[config.mk]
export PLATFORM = sky130hd
export DESIGN_NAME = pcc_call_ctrl
export DESIGN_NICKNAME = d
export VERILOG_FILES = /design/src/pcc_pkg.sv /design/src/pcc_call_ctrl.sv /design/src/pcc_decode.sv
export SDC_FILE = /design/constraint.sdc
export NUM_CORES = 2
export LEC_CHECK = 0
export BUFFER_PORTS_ARGS = -buffer_cell sky130_fd_sc_hd__buf_2
export CAP_MARGIN = 20
export CELL_PAD_IN_SITES_DETAIL_PLACEMENT = 0
export CELL_PAD_IN_SITES_GLOBAL_PLACEMENT = 1
export CORE_MARGIN = 2
export CORE_UTILIZATION = 43
export DETAILED_ROUTE_END_ITERATION = 12
export GPL_TIMING_DRIVEN = 1
export PLACE_DENSITY_LB_ADDON = 0.25
export SYNTH_ARGS = -nofsm -noshare
export SYNTH_HDL_FRONTEND = slang
export SYNTH_HIERARCHICAL = 1
export SYNTH_SLANG_ARGS = --single-unit
[constraint.sdc]
create_clock -name i_mclk -period 7 [get_ports i_mclk]
set_input_delay 0.35 -clock i_mclk [delete_from_list [all_inputs] [get_ports i_mclk]]
set_output_delay 0.35 -clock i_mclk [all_outputs]
set_load 0.02 [all_outputs]
[src/pcc_pkg.sv]
// Functional notes
// - E8 decodes as near relative call
// - FF reg 2 decodes as near indirect
// - 9A decodes as far immediate-pointer call
// - FF reg 3 decodes as far memory-pointer call
// - near call pushes return pointer, then jumps
// - relative displacement sign-extended, added to next pointer
// - stack-based indirect address uses pre-call stack pointer
// - operand size picks absolute target width
// - 16-bit operand size zeroes upper pointer half, except through a call gate, where gate size decides
// - near call keeps code selector unchanged
// - far call pushes code selector and pointer
// - far pointer is four or six bytes
// - far call loads selector and sized offset
// - gates and task switches only in protected mode
// - descriptor type selects call flavour
// - gate gives code segment, task segment gives stack
// - new stack: old stack, parameters, return linkage
// - parameter count comes from gate descriptor
// - gated entry offset comes from target operand
// - task call accepts task gate or task segment
// - no room for return address gives stack fault
// - parameter count masked to five bits
// - null far selector gives protection fault zero
package pcc_pkg;
   localparam logic [7:0] OPC_NEAR_REL = 8'he8;
   localparam logic [7:0] OPC_GROUP = 8'hff;
   localparam logic [7:0] OPC_FAR_IMM = 8'h9a;
   localparam logic [2:0] REG_NEAR_IND = 3'h2;
   localparam logic [2:0] REG_FAR_IND = 3'h3;
   localparam logic [7:0] VEC_GP = 8'h0d;
   localparam logic [7:0] VEC_SS = 8'h0c;
   localparam logic [7:0] VEC_UD = 8'h06;
   localparam int DESC_S_BIT = 12;
   localparam int DESC_TYPE_MSB = 11;
   localparam int DESC_TYPE_LSB = 8;
   localparam int DESC_PCNT_MSB = 4;
   localparam logic [2:0] TYPE_CALL_GATE = 3'h4;
   localparam logic [3:0] TYPE_TASK_GATE = 4'h5;
   localparam logic [3:0] TYPE_TSS16 = 4'h1;
   localparam logic [3:0] TYPE_TSS32 = 4'h9;
   localparam logic [31:0] TSS_SP_OFFSET = 32'h0000_0004;
   localparam logic [31:0] TSS_SS_OFFSET = 32'h0000_0008;
   localparam logic [31:0] DESC_HI_OFFSET = 32'h0000_0004;
   localparam logic [31:0] SZ16 = 32'h0000_0002;
   localparam logic [31:0] SZ32 = 32'h0000_0004;
   localparam logic [15:0] LOW_MASK16 = 16'h0000;
   localparam logic [1:0] STEP_OLD_SS = 2'h0;
   localparam logic [1:0] STEP_CODE_SEL = 2'h2;
   localparam logic [1:0] STEP_RET_PTR = 2'h3;

   typedef enum logic [3:0] {ST_IDLE, ST_DECODE, ST_NEAR_RD, ST_FPTR_OFF, ST_FPTR_SEL, ST_FAR_CHK,
      ST_DESC_LO, ST_DESC_HI, ST_TSS_SP, ST_TSS_SS, ST_PUSH, ST_COPY_RD, ST_COPY_WR} pcc_state_type;
   typedef enum logic [2:0] {K_ILLEGAL, K_NEAR_REL, K_NEAR_ABS, K_FAR_IMM, K_FAR_MEM} pcc_kind_type;

   typedef struct packed {
      logic [7:0] opcode;
      logic [2:0] modrm_reg;
      logic op32;
      logic [31:0] imm;
      logic [15:0] imm_sel;
      logic rm_is_mem;
      logic base_is_sp;
      logic [31:0] rm_value;
      logic [31:0] cur_eip;
      logic [31:0] next_eip;
      logic [15:0] cs;
      logic [31:0] stack_pointer;
      logic [15:0] ss;
      logic prot_mode;
      logic [1:0] cpl;
      logic [31:0] stack_limit;
      logic [31:0] gdt_base;
      logic [31:0] tss_base;
   } pcc_req_type;

   typedef struct packed {
      logic valid;
      logic write;
      logic wide;
      logic [31:0] addr;
      logic [31:0] wdata;
   } pcc_mem_req_type;

   typedef struct packed {
      logic [31:0] instruction_pointer;
      logic [15:0] cs;
      logic [31:0] stack_pointer;
      logic [15:0] ss;
      logic fault;
      logic [7:0] vec;
      logic [15:0] err;
      logic task_switch;
      logic [15:0] task_sel;
   } pcc_res_type;

   localparam pcc_mem_req_type MEM_RESET = '0;
   localparam pcc_res_type RES_RESET = '0;
   localparam pcc_req_type REQ_RESET = '0;
endpackage

[src/pcc_call_ctrl.sv]
`timescale 1ns/100ps
module pcc_call_ctrl
   import pcc_pkg::*;
(
   input wire logic i_mclk,
   input wire logic i_sys_rst,
   input wire logic i_req_valid,
   input wire pcc_pkg::pcc_req_type i_req,
   input wire logic i_mem_ack,
   input wire logic [31:0] i_mem_rdata,
   output logic o_busy,
   output pcc_pkg::pcc_mem_req_type o_mem,
   output logic o_res_valid,
   output pcc_pkg::pcc_res_type o_res
);
   import pcc_pkg::*;

   pcc_state_type state_ff, nxt_state;
   pcc_req_type req_ff, nxt_req;
   pcc_mem_req_type mem_ff, nxt_mem;
   pcc_res_type res_ff, nxt_res;
   logic res_valid_ff, nxt_res_valid;
   logic busy_ff, nxt_busy;
   logic [31:0] tgt_eip_ff, nxt_tgt_eip;
   logic [15:0] tgt_cs_ff, nxt_tgt_cs;
   logic [15:0] sel_ff, nxt_sel;
   logic [31:0] lo_ff, nxt_lo;
   logic [31:0] sp_ff, nxt_sp;
   logic [15:0] ss_new_ff, nxt_ss_new;
   logic [4:0] cnt_ff, nxt_cnt;
   logic [1:0] step_ff, nxt_step;
   logic wide_ff, nxt_wide;
   logic [31:0] data_ff, nxt_data;

   pcc_kind_type kind;
   logic [31:0] near_target;
   logic [31:0] psize, osize, room, ea, desc_addr, push_val, gsize;
   logic fault_now;
   logic [7:0] fault_vec;
   logic [15:0] fault_err;
   logic finish_ok;
   logic [3:0] dtype;

   pcc_decode u_decode (
      .i_req(req_ff),
      .o_kind(kind),
      .o_near_target(near_target)
   );

   // sequencer: decode, descriptor walk, pushes and parameter copy
   always_comb
   begin
      nxt_state = state_ff;
      nxt_req = req_ff;
      nxt_mem = mem_ff;
      nxt_res = res_ff;
      nxt_res_valid = 1'b0;
      nxt_busy = busy_ff;
      nxt_tgt_eip = tgt_eip_ff;
      nxt_tgt_cs = tgt_cs_ff;
      nxt_sel = sel_ff;
      nxt_lo = lo_ff;
      nxt_sp = sp_ff;
      nxt_ss_new = ss_new_ff;
      nxt_cnt = cnt_ff;
      nxt_step = step_ff;
      nxt_wide = wide_ff;
      nxt_data = data_ff;
      fault_now = 1'b0;
      fault_vec = VEC_GP;
      fault_err = 16'h0000;
      finish_ok = 1'b0;
      psize = wide_ff ? SZ32 : SZ16;
      osize = req_ff.op32 ? SZ32 : SZ16;
      gsize = i_mem_rdata[DESC_TYPE_MSB] ? SZ32 : SZ16;
      room = (req_ff.stack_pointer > req_ff.stack_limit) ? req_ff.stack_pointer - req_ff.stack_limit : 32'h0000_0000; // no wrap
      ea = req_ff.base_is_sp ? req_ff.stack_pointer + req_ff.rm_value : req_ff.rm_value;
      desc_addr = req_ff.gdt_base + {16'h0000, sel_ff[15:3], 3'h0};
      dtype = i_mem_rdata[DESC_TYPE_MSB:DESC_TYPE_LSB];
      unique case (step_ff)
         2'h0: push_val = {16'h0000, req_ff.ss};
         2'h1: push_val = req_ff.stack_pointer;
         2'h2: push_val = {16'h0000, req_ff.cs};
         2'h3: push_val = req_ff.next_eip;
      endcase
      // memory request is held until acknowledged
      if (mem_ff.valid && i_mem_ack)
         nxt_mem.valid = 1'b0;
      unique case (state_ff)
         ST_IDLE:
            if (i_req_valid)
            begin
               nxt_req = i_req;
               nxt_busy = 1'b1;
               nxt_state = ST_DECODE;
            end
         ST_DECODE:
         begin
            nxt_wide = req_ff.op32;
            nxt_sp = req_ff.stack_pointer;
            nxt_ss_new = req_ff.ss;
            nxt_tgt_cs = req_ff.cs;
            nxt_cnt = 5'h00;
            nxt_tgt_eip = near_target;
            unique case (kind)
               K_NEAR_REL, K_NEAR_ABS:
                  if (kind == K_NEAR_ABS && req_ff.rm_is_mem)
                     nxt_state = ST_NEAR_RD;
                  else if (room < osize)
                     fault_now = 1'b1;
                  else
                  begin
                     nxt_step = STEP_RET_PTR;
                     nxt_state = ST_PUSH;
                  end
               K_FAR_IMM:
               begin
                  nxt_tgt_eip = req_ff.imm;
                  nxt_sel = req_ff.imm_sel;
                  nxt_state = ST_FAR_CHK;
               end
               K_FAR_MEM:
                  nxt_state = ST_FPTR_OFF;
               K_ILLEGAL:
               begin
                  fault_now = 1'b1;
                  fault_vec = VEC_UD;
               end
            endcase
            if (fault_now && kind != K_ILLEGAL)
               fault_vec = VEC_SS;
         end
         ST_NEAR_RD:
            if (!mem_ff.valid)
               nxt_mem = '{1'b1, 1'b0, req_ff.op32, ea, 32'h0};
            else if (i_mem_ack)
            begin
               nxt_tgt_eip = req_ff.op32 ? i_mem_rdata : {LOW_MASK16, i_mem_rdata[15:0]};
               if (room < osize)
               begin
                  fault_now = 1'b1;
                  fault_vec = VEC_SS;
               end
               else
               begin
                  nxt_step = STEP_RET_PTR;
                  nxt_state = ST_PUSH;
               end
            end
         ST_FPTR_OFF:
            if (!mem_ff.valid)
               nxt_mem = '{1'b1, 1'b0, req_ff.op32, ea, 32'h0};
            else if (i_mem_ack)
            begin
               nxt_tgt_eip = i_mem_rdata;
               nxt_state = ST_FPTR_SEL;
            end
         ST_FPTR_SEL:
            // selector follows the 2- or 4-byte offset in memory
            if (!mem_ff.valid)
               nxt_mem = '{1'b1, 1'b0, 1'b0, ea + osize, 32'h0};
            else if (i_mem_ack)
            begin
               nxt_sel = i_mem_rdata[15:0];
               nxt_state = ST_FAR_CHK;
            end
         ST_FAR_CHK:
            if (!req_ff.prot_mode)
            begin
               nxt_tgt_cs = sel_ff;
               if (room < (osize << 1))
               begin
                  fault_now = 1'b1;
                  fault_vec = VEC_SS;
               end
               else
               begin
                  nxt_step = STEP_CODE_SEL;
                  nxt_state = ST_PUSH;
               end
            end
            else if (sel_ff[15:2] == 14'h0000)
               fault_now = 1'b1;
            else
               nxt_state = ST_DESC_LO;
         ST_DESC_LO:
            if (!mem_ff.valid)
               nxt_mem = '{1'b1, 1'b0, 1'b1, desc_addr, 32'h0};
            else if (i_mem_ack)
            begin
               nxt_lo = i_mem_rdata;
               nxt_state = ST_DESC_HI;
            end
         ST_DESC_HI:
            if (!mem_ff.valid)
               nxt_mem = '{1'b1, 1'b0, 1'b1, desc_addr + DESC_HI_OFFSET, 32'h0};
            else if (i_mem_ack)
            begin
               // descriptor type decides the flavour of far call
               if (i_mem_rdata[DESC_S_BIT] && dtype[3])
               begin
                  nxt_tgt_cs = {sel_ff[15:2], req_ff.cpl};
                  if (room < (osize << 1))
                  begin
                     fault_now = 1'b1;
                     fault_vec = VEC_SS;
                  end
                  else
                  begin
                     nxt_step = STEP_CODE_SEL;
                     nxt_state = ST_PUSH;
                  end
               end
               else if (!i_mem_rdata[DESC_S_BIT] && dtype[2:0] == TYPE_CALL_GATE)
               begin
                  nxt_tgt_cs = lo_ff[31:16];
                  nxt_wide = dtype[3];
                  if (lo_ff[31:18] == 14'h0000)
                     fault_now = 1'b1;
                  else if (lo_ff[17:16] < req_ff.cpl)
                  begin
                     nxt_cnt = i_mem_rdata[DESC_PCNT_MSB:0];
                     nxt_state = ST_TSS_SP;
                  end
                  else if (room < (gsize << 1))
                  begin
                     fault_now = 1'b1;
                     fault_vec = VEC_SS;
                  end
                  else
                  begin
                     nxt_step = STEP_CODE_SEL;
                     nxt_state = ST_PUSH;
                  end
               end
               else if (!i_mem_rdata[DESC_S_BIT] && (dtype == TYPE_TASK_GATE || dtype == TYPE_TSS16
                  || dtype == TYPE_TSS32))
               begin
                  // task switch mechanics live outside; hand over the segment
                  nxt_res = '{req_ff.cur_eip, req_ff.cs, req_ff.stack_pointer, req_ff.ss, 1'b0, 8'h00, 16'h0000, 1'b1,
                     (dtype == TYPE_TASK_GATE) ? lo_ff[31:16] : sel_ff};
                  nxt_res_valid = 1'b1;
                  nxt_busy = 1'b0;
                  nxt_state = ST_IDLE;
               end
               else
               begin
                  fault_now = 1'b1;
                  fault_err = {sel_ff[15:2], 2'h0};
               end
            end
         ST_TSS_SP:
            if (!mem_ff.valid)
               nxt_mem = '{1'b1, 1'b0, 1'b1, req_ff.tss_base + {27'h0, tgt_cs_ff[1:0], 3'h0} + TSS_SP_OFFSET,
                  32'h0};
            else if (i_mem_ack)
            begin
               nxt_sp = i_mem_rdata;
               nxt_state = ST_TSS_SS;
            end
         ST_TSS_SS:
            if (!mem_ff.valid)
               nxt_mem = '{1'b1, 1'b0, 1'b1, req_ff.tss_base + {27'h0, tgt_cs_ff[1:0], 3'h0} + TSS_SS_OFFSET,
                  32'h0};
            else if (i_mem_ack)
            begin
               nxt_ss_new = i_mem_rdata[15:0];
               nxt_step = STEP_OLD_SS;
               nxt_state = ST_PUSH;
            end
         ST_PUSH:
            // selectors widen to four bytes on a 32-bit push
            if (!mem_ff.valid)
               nxt_mem = '{1'b1, 1'b1, wide_ff, sp_ff - psize, push_val};
            else if (i_mem_ack)
            begin
               nxt_sp = sp_ff - psize;
               nxt_step = step_ff + 2'h1;
               if (step_ff == 2'h1 && cnt_ff != 5'h00)
                  nxt_state = ST_COPY_RD;
               else if (step_ff == STEP_RET_PTR)
                  finish_ok = 1'b1;
            end
         ST_COPY_RD:
            // deepest parameter first keeps the caller's layout
            if (!mem_ff.valid)
               nxt_mem = '{1'b1, 1'b0, wide_ff, req_ff.stack_pointer + (({27'h0, cnt_ff} - 32'h1) << (wide_ff ? 2 : 1)),
                  32'h0};
            else if (i_mem_ack)
            begin
               nxt_data = i_mem_rdata;
               nxt_state = ST_COPY_WR;
            end
         ST_COPY_WR:
            if (!mem_ff.valid)
               nxt_mem = '{1'b1, 1'b1, wide_ff, sp_ff - psize, data_ff};
            else if (i_mem_ack)
            begin
               nxt_sp = sp_ff - psize;
               nxt_cnt = cnt_ff - 5'h01;
               if (cnt_ff == 5'h01)
                  nxt_state = ST_PUSH;
               else
                  nxt_state = ST_COPY_RD;
            end
         default:
            nxt_state = ST_IDLE;
      endcase
      // commit only at the end, so a fault leaves state untouched
      if (finish_ok)
      begin
         nxt_res = '{wide_ff ? tgt_eip_ff : {LOW_MASK16, tgt_eip_ff[15:0]}, tgt_cs_ff, nxt_sp, ss_new_ff,
            1'b0, 8'h00, 16'h0000, 1'b0, 16'h0000};
         nxt_res_valid = 1'b1;
         nxt_busy = 1'b0;
         nxt_state = ST_IDLE;
      end
      if (fault_now)
      begin
         nxt_res = '{req_ff.cur_eip, req_ff.cs, req_ff.stack_pointer, req_ff.ss, 1'b1, fault_vec, fault_err, 1'b0,
            16'h0000};
         nxt_res_valid = 1'b1;
         nxt_busy = 1'b0;
         nxt_state = ST_IDLE;
      end
   end

   // registers only
   always_ff @(posedge i_mclk)
   begin
      if (i_sys_rst)
      begin
         state_ff <= ST_IDLE;
         req_ff <= REQ_RESET;
         mem_ff <= MEM_RESET;
         res_ff <= RES_RESET;
         res_valid_ff <= 1'b0;
         busy_ff <= 1'b0;
         tgt_eip_ff <= 32'h0;
         tgt_cs_ff <= 16'h0;
         sel_ff <= 16'h0;
         lo_ff <= 32'h0;
         sp_ff <= 32'h0;
         ss_new_ff <= 16'h0;
         cnt_ff <= 5'h00;
         step_ff <= 2'h0;
         wide_ff <= 1'b0;
         data_ff <= 32'h0;
      end
      else
      begin
         state_ff <= nxt_state;
         req_ff <= nxt_req;
         mem_ff <= nxt_mem;
         res_ff <= nxt_res;
         res_valid_ff <= nxt_res_valid;
         busy_ff <= nxt_busy;
         tgt_eip_ff <= nxt_tgt_eip;
         tgt_cs_ff <= nxt_tgt_cs;
         sel_ff <= nxt_sel;
         lo_ff <= nxt_lo;
         sp_ff <= nxt_sp;
         ss_new_ff <= nxt_ss_new;
         cnt_ff <= nxt_cnt;
         step_ff <= nxt_step;
         wide_ff <= nxt_wide;
         data_ff <= nxt_data;
      end
   end

   assign o_busy = busy_ff;
   assign o_mem = mem_ff;
   assign o_res_valid = res_valid_ff;
   assign o_res = res_ff;

   // checks on finished calls, pushes, null selectors and gate parameter counts
   a_near_cs_keep: assert property (@(posedge i_mclk) disable iff (i_sys_rst)
      (res_valid_ff && !res_ff.fault && (kind == K_NEAR_REL || kind == K_NEAR_ABS)) |-> res_ff.cs == req_ff.cs)
      else $error("near call changed code selector");
   a_op16_upper: assert property (@(posedge i_mclk) disable iff (i_sys_rst)
      (res_valid_ff && !res_ff.fault && !res_ff.task_switch && !req_ff.op32 && kind != K_FAR_IMM
      && kind != K_FAR_MEM) |-> res_ff.instruction_pointer[31:16] == 16'h0000)
      else $error("upper pointer half not cleared");
   a_fault_keep: assert property (@(posedge i_mclk) disable iff (i_sys_rst)
      (res_valid_ff && res_ff.fault) |-> (res_ff.instruction_pointer == req_ff.cur_eip && res_ff.cs == req_ff.cs
      && res_ff.stack_pointer == req_ff.stack_pointer))
      else $error("faulted call changed state");
   a_rel_target: assert property (@(posedge i_mclk) disable iff (i_sys_rst)
      (res_valid_ff && !res_ff.fault && kind == K_NEAR_REL && req_ff.op32) |->
      res_ff.instruction_pointer == req_ff.next_eip + req_ff.imm)
      else $error("relative target wrong");
   a_push_dec: assert property (@(posedge i_mclk) disable iff (i_sys_rst)
      (state_ff == ST_PUSH && mem_ff.valid && i_mem_ack) |=> sp_ff == $past(mem_ff.addr))
      else $error("push did not predecrement");
   a_null_sel: assert property (@(posedge i_mclk) disable iff (i_sys_rst)
      (state_ff == ST_FAR_CHK && req_ff.prot_mode && sel_ff[15:2] == 14'h0000) |=>
      (res_valid_ff && res_ff.fault && res_ff.vec == VEC_GP && res_ff.err == 16'h0000))
      else $error("null selector not faulted");
   a_param_mask: assert property (@(posedge i_mclk) disable iff (i_sys_rst)
      (state_ff == ST_DESC_HI && mem_ff.valid && i_mem_ack && nxt_state == ST_TSS_SP) |=>
      cnt_ff == $past(i_mem_rdata[4:0]))
      else $error("parameter count not masked");
   a_task_prot: assert property (@(posedge i_mclk) disable iff (i_sys_rst)
      (res_valid_ff && res_ff.task_switch) |-> req_ff.prot_mode)
      else $error("task switch outside protected mode");
   a_near_push: assert property (@(posedge i_mclk) disable iff (i_sys_rst)
      (state_ff == ST_PUSH && step_ff == STEP_RET_PTR && mem_ff.valid) |->
      (mem_ff.write && mem_ff.wdata == req_ff.next_eip))
      else $error("return pointer not pushed");
endmodule

[src/pcc_decode.sv]
`timescale 1ns/100ps
module pcc_decode
   import pcc_pkg::*;
(
   input wire pcc_pkg::pcc_req_type i_req,
   output pcc_pkg::pcc_kind_type o_kind,
   output logic [31:0] o_near_target
);
   logic [31:0] rel_sum;
   logic [31:0] disp_ext;

   // opcode and reg field pick the call flavour
   always_comb
   begin
      o_kind = K_ILLEGAL;
      if (i_req.opcode == OPC_NEAR_REL)
         o_kind = K_NEAR_REL;
      else if (i_req.opcode == OPC_FAR_IMM)
         o_kind = K_FAR_IMM;
      else if (i_req.opcode == OPC_GROUP && i_req.modrm_reg == REG_NEAR_IND)
         o_kind = K_NEAR_ABS;
      else if (i_req.opcode == OPC_GROUP && i_req.modrm_reg == REG_FAR_IND)
         o_kind = K_FAR_MEM;
   end

   // displacement widened by sign, sum trimmed under 16-bit size
   always_comb
   begin
      disp_ext = i_req.op32 ? i_req.imm : {{16{i_req.imm[15]}}, i_req.imm[15:0]};
      rel_sum = i_req.next_eip + disp_ext;
      if (o_kind == K_NEAR_REL)
         o_near_target = i_req.op32 ? rel_sum : {LOW_MASK16, rel_sum[15:0]};
      else
         o_near_target = i_req.op32 ? i_req.rm_value : {LOW_MASK16, i_req.rm_value[15:0]};
   end
endmodule

==> insert_results.sql <==
INSERT INTO impl_metrics (metric_group, metric, value, unit) VALUES
('logic_synthesis', 'yosysTopAreaCell', 'dfxtp_1', ''),
('setup_path', 'critical_path.reg2reg.startpoint', 'req_ff[77]', ''),
('timing', 'timing.max_slew.rel_slack', '14.1', '%'),
('grt', 'grt_max_degree', '181', ''),
('logic_synthesis', 'yosys.area_share.simple', '25.2', '%'),
('route', 'finalWirelength', '232', 'mm'),
('placed_design', 'port_buffers', '557', ''),
('logic_synthesis', 'synth-compound-area-share', '26.7', '%'),
('timing', 'hold_viol', '0', ''),
('clocking', 'cts_resized', '0', ''),
('timing', 'fin_worst_skew', '29.1', 'ps'),
('clocking', 'cts_root_buf', 'clkbuf_16', ''),
('die', 'io_pins', '564', ''),
('timing', 'timing.fmax', '156', 'MHz'),
('logic_synthesis', 'yosys.cell_count.top_type', 'nand2_1', ''),
('setup_path', 'worst_r2r_path_depth', '18', ''),
('final_layout', 'area_growth_syn_to_layout', '22.7', '%'),
('placed_design', 'place.detailed.hpwl', '173', 'mm'),
('hold_path', 'min-delay-start', 'i_req[137]', ''),
('clocking', 'cts.repair_timing.setup_buffer_count', '0', ''),
('route', 'antenna_left', '0', ''),
('die', 'dieArea', '0.103', 'mm²'),
('grt', 'via_count_of_the_first_global_routing_pass', '46000', ''),
('power_and_ir_drop', 'power_per_cell_area', '409', 'mW/mm²'),
('setup_path', 'r2r-end', 'o_res[72]', ''),
('logic_synthesis', 'synth_flop_cell', 'dfxtp_1', ''),
('hold_path', 'hold_path_class', 'input pin to register', ''),
('logic_synthesis', 'synthXorXnorAreaFrac', '4.41', '%'),
('logic_synthesis', 'synthArstFlopShare', '0', '%'),
('die', 'die_x', '321', 'µm'),
('timing', 'rsz0062_at_grt', 'false', ''),
('power_and_ir_drop', 'total_leakage_power', '20.7', 'nW'),
('setup_path', 'timing.critical_path.slowest_stage_cell', 'a211oi_1', ''),
('logic_synthesis', 'seq_area_frac_synth', '32.2', '%'),
('power_and_ir_drop', 'power.clock.fraction', '21.7', '%'),
('grt', 'overflow', '0', ''),
('logic_synthesis', 'synth_area_per_cell', '7.23', 'µm²'),
('logic_synthesis', 'synth.mux.area_fraction', '1.46', '%'),
('timing', 'worst_slew_pin_tran', '1270', 'ps'),
('clocking', 'cts_tree', 'done', ''),
('route', 'drtIter0Drc', '7553', ''),
('clocking', 'max-clock-path-buffers', '3', ''),
('power_and_ir_drop', 'totalPowerFinal', '21.6', 'mW'),
('final_layout', 'fin_nets', '7115', ''),
('setup_path', 'critical_path.cell_chain', 'inv_1, ha_1, nand4_1, nor3_1, o31ai_1, a211oi_1, o21ai_0, nor3_1, ha_1, a21o_1, a2111oi_0, a21boi_0, nor3_1, o41ai_4, or3_2, buf_12, a22oi_1, a211oi_1', ''),
('route', 'routedWlPerCell', '29.2', 'µm'),
('grt', 'grt_first_pass_wirelength', '326', 'mm'),
('clocking', 'htree_num_levels', '3', ''),
('die', 'fp-row-count', '116', ''),
('setup_path', 'largest_stage_delay_on_the_critical_path', '730', 'ps'),
('logic_synthesis', 'synthTopCellsByArea', 'dfxtp_1 (32%), nand2_1 (11%), a21oi_1 (8.5%), ha_1 (4.6%), nor2_1 (3.8%)', ''),
('logic_synthesis', 'synth-warning-count', '6', ''),
('clocking', 'clock_network_latency_to_the_later_pin_of_the_worst_skew_pair', '700', 'ps'),
('setup_path', 'setup.reg_to_reg.worst_slack', '570', 'ps'),
('final_layout', 'multiInputGateArea', '0.0272', 'mm²'),
('timing', 'report.final.setup_viol', '0', ''),
('outcome', 'run_status', 'finished clean', ''),
('final_layout', 'fillerInstances', '9762', ''),
('setup_path', 'most_prevalent_standard_cell_on_the_critical_path', 'nor3_1', ''),
('timing', 'setup_total_negative_slack', '0', 'ps'),
('route', 'drt-vias-per-instance', '6.37', ''),
('setup_path', 'timing.critical_path.from_type', 'register', ''),
('clocking', 'tritoncts.num_buffers', '82', ''),
('setup_path', 'end_kind', 'register', ''),
('power_and_ir_drop', 'switching_power', '10.5', 'mW'),
('logic_synthesis', 'yosys.cell_types.count', '91', ''),
('logic_synthesis', 'synth-edff-count', '0', ''),
('setup_path', 'path_buf_inv', '2', ''),
('power_and_ir_drop', 'pwr-share-comb', '51.2', '%'),
('logic_synthesis', 'postSynthRegisterBits', '693', ''),
('setup_path', 'critical_path.top_delay_family', 'compound AO/OA/AOI/OAI gates', '');
==> cells in the final DEF, fill, tap and decap left out, types with 26 or more instances in the layout <==
cell	instances
and3_1	41
nor4_1	109
dfxtp_1	692
nand2_1	1309
a21oi_1	731
a221oi_1	60
nand2b_1	36
xnor2_1	124
ha_1	156
a222oi_1	52
nor2_1	435
buf_4	124
dlygate4sd3_1	292
clkbuf_16	84
a22oi_1	63
a211oi_1	155
xor2_1	93
inv_1	124
o22ai_1	31
buf_2	557
o31ai_1	37
nor2b_1	28
mux2i_1	56
nand3_1	133
a311oi_1	26
o21ai_0	191
o21ai_1	35
nand4_1	52
a21o_1	64
o211ai_1	47
a31oi_1	62
nor3_1	155
==> final cells by class <==
class                   instances  area share (%)
diodes                         11          0.0521
clock buffers                 116            4.50
clock inverters                37            1.01
inverters                     128           0.909
multi-input cells            4704            51.3
flip-flops and latches        693            26.2
well taps                    1298            3.07
repair buffers                983            12.9
==> per-layer routing <==
metal	track usage [%]	vias to the layer above	part of all wire, %
met1	57.9	24200	40
met4	26.7	14	6.9
met5	0	-	0.041
met3	11.0	616	12
met2	61.4	3169	41
li1	-	22700	-
==> worst register-to-register path: stages, from the launching register on <==
cell and delay (ps):
dfxtp_1 330, inv_1 40, ha_1 430, nand4_1 190, nor3_1 370, o31ai_1 200
a211oi_1 730, o21ai_0 270, nor3_1 320, ha_1 300, a21o_1 230, a2111oi_0 630
a21boi_0 330, nor3_1 140, o41ai_4 280, or3_2 700, buf_12 350, a22oi_1 160
a211oi_1 300
==> flip-flops by register name, summed over array words and instances, names as in the netlist, 2 cells and up <==
name	cells
req_ff	321
o_res	131
o_mem	67
data_ff	32
sp_ff	32
tgt_eip_ff	32
lo_ff	16
sel_ff	16
ss_new_ff	16
tgt_cs_ff	16
cnt_ff	5
state_ff	4
step_ff	2
==> through the flow <==
stage | worst slack [ps] | hold WS [ps] | instance area, µm² | instances | util, %
after detailed placement | 760 | 445 | 47000 | 7510 | 47.1
after global routing | 260 | 17.9 | 52900 | 7959 | 53.0
final | 570 | 27.9 | 52900 | 7970 | 53.0
after global placement | 864 | 439 | 47000 | 7509 | 47.1
after floorplan | 1930 | 431 | 43100 | 5966 | -
after CTS | 687 | 4.39 | 52800 | 7955 | 53.0
==> power by group through the flow <==
stage / Sequential [mW] / Combinational [mW] / Clock (mW)
6_report: 5.87 / 11.1 / 4.70
5_1_grt: 5.90 / 11.7 / 4.87
4_1_cts: 5.80 / 10.7 / 4.73
3_5_place_dp: 5.88 / 10.5 / 0
3_3_place_gp: 5.87 / 10.5 / 0
2_1_floorplan: 5.79 / 6.43 / 0
==> kinds of logic after synthesis <==
| group | Yosys count |
|---|---|
| simple gates | 2467 |
| compound gates | 1785 |
| flops | 693 |
| buf+inv | 569 |
| xor+xnor | 217 |
| fa+ha+maj | 166 |
| mux | 62 |
| other cells | 1 |
==> worst max path at each step <==
stage                            from        end  slack (ps)  cells after the start
final                      req_ff[77]  o_res[72]         570                     18
after global routing       req_ff[76]  o_res[72]         260                     18
after CTS                  req_ff[76]  o_res[72]         690                     18
after detailed placement   req_ff[76]  o_res[72]         760                     18
after global placement     req_ff[76]     o_busy         860                     19
after floorplan           req_ff[142]  o_res[24]        1930                     22
Power figures use the tool's default switching activity.
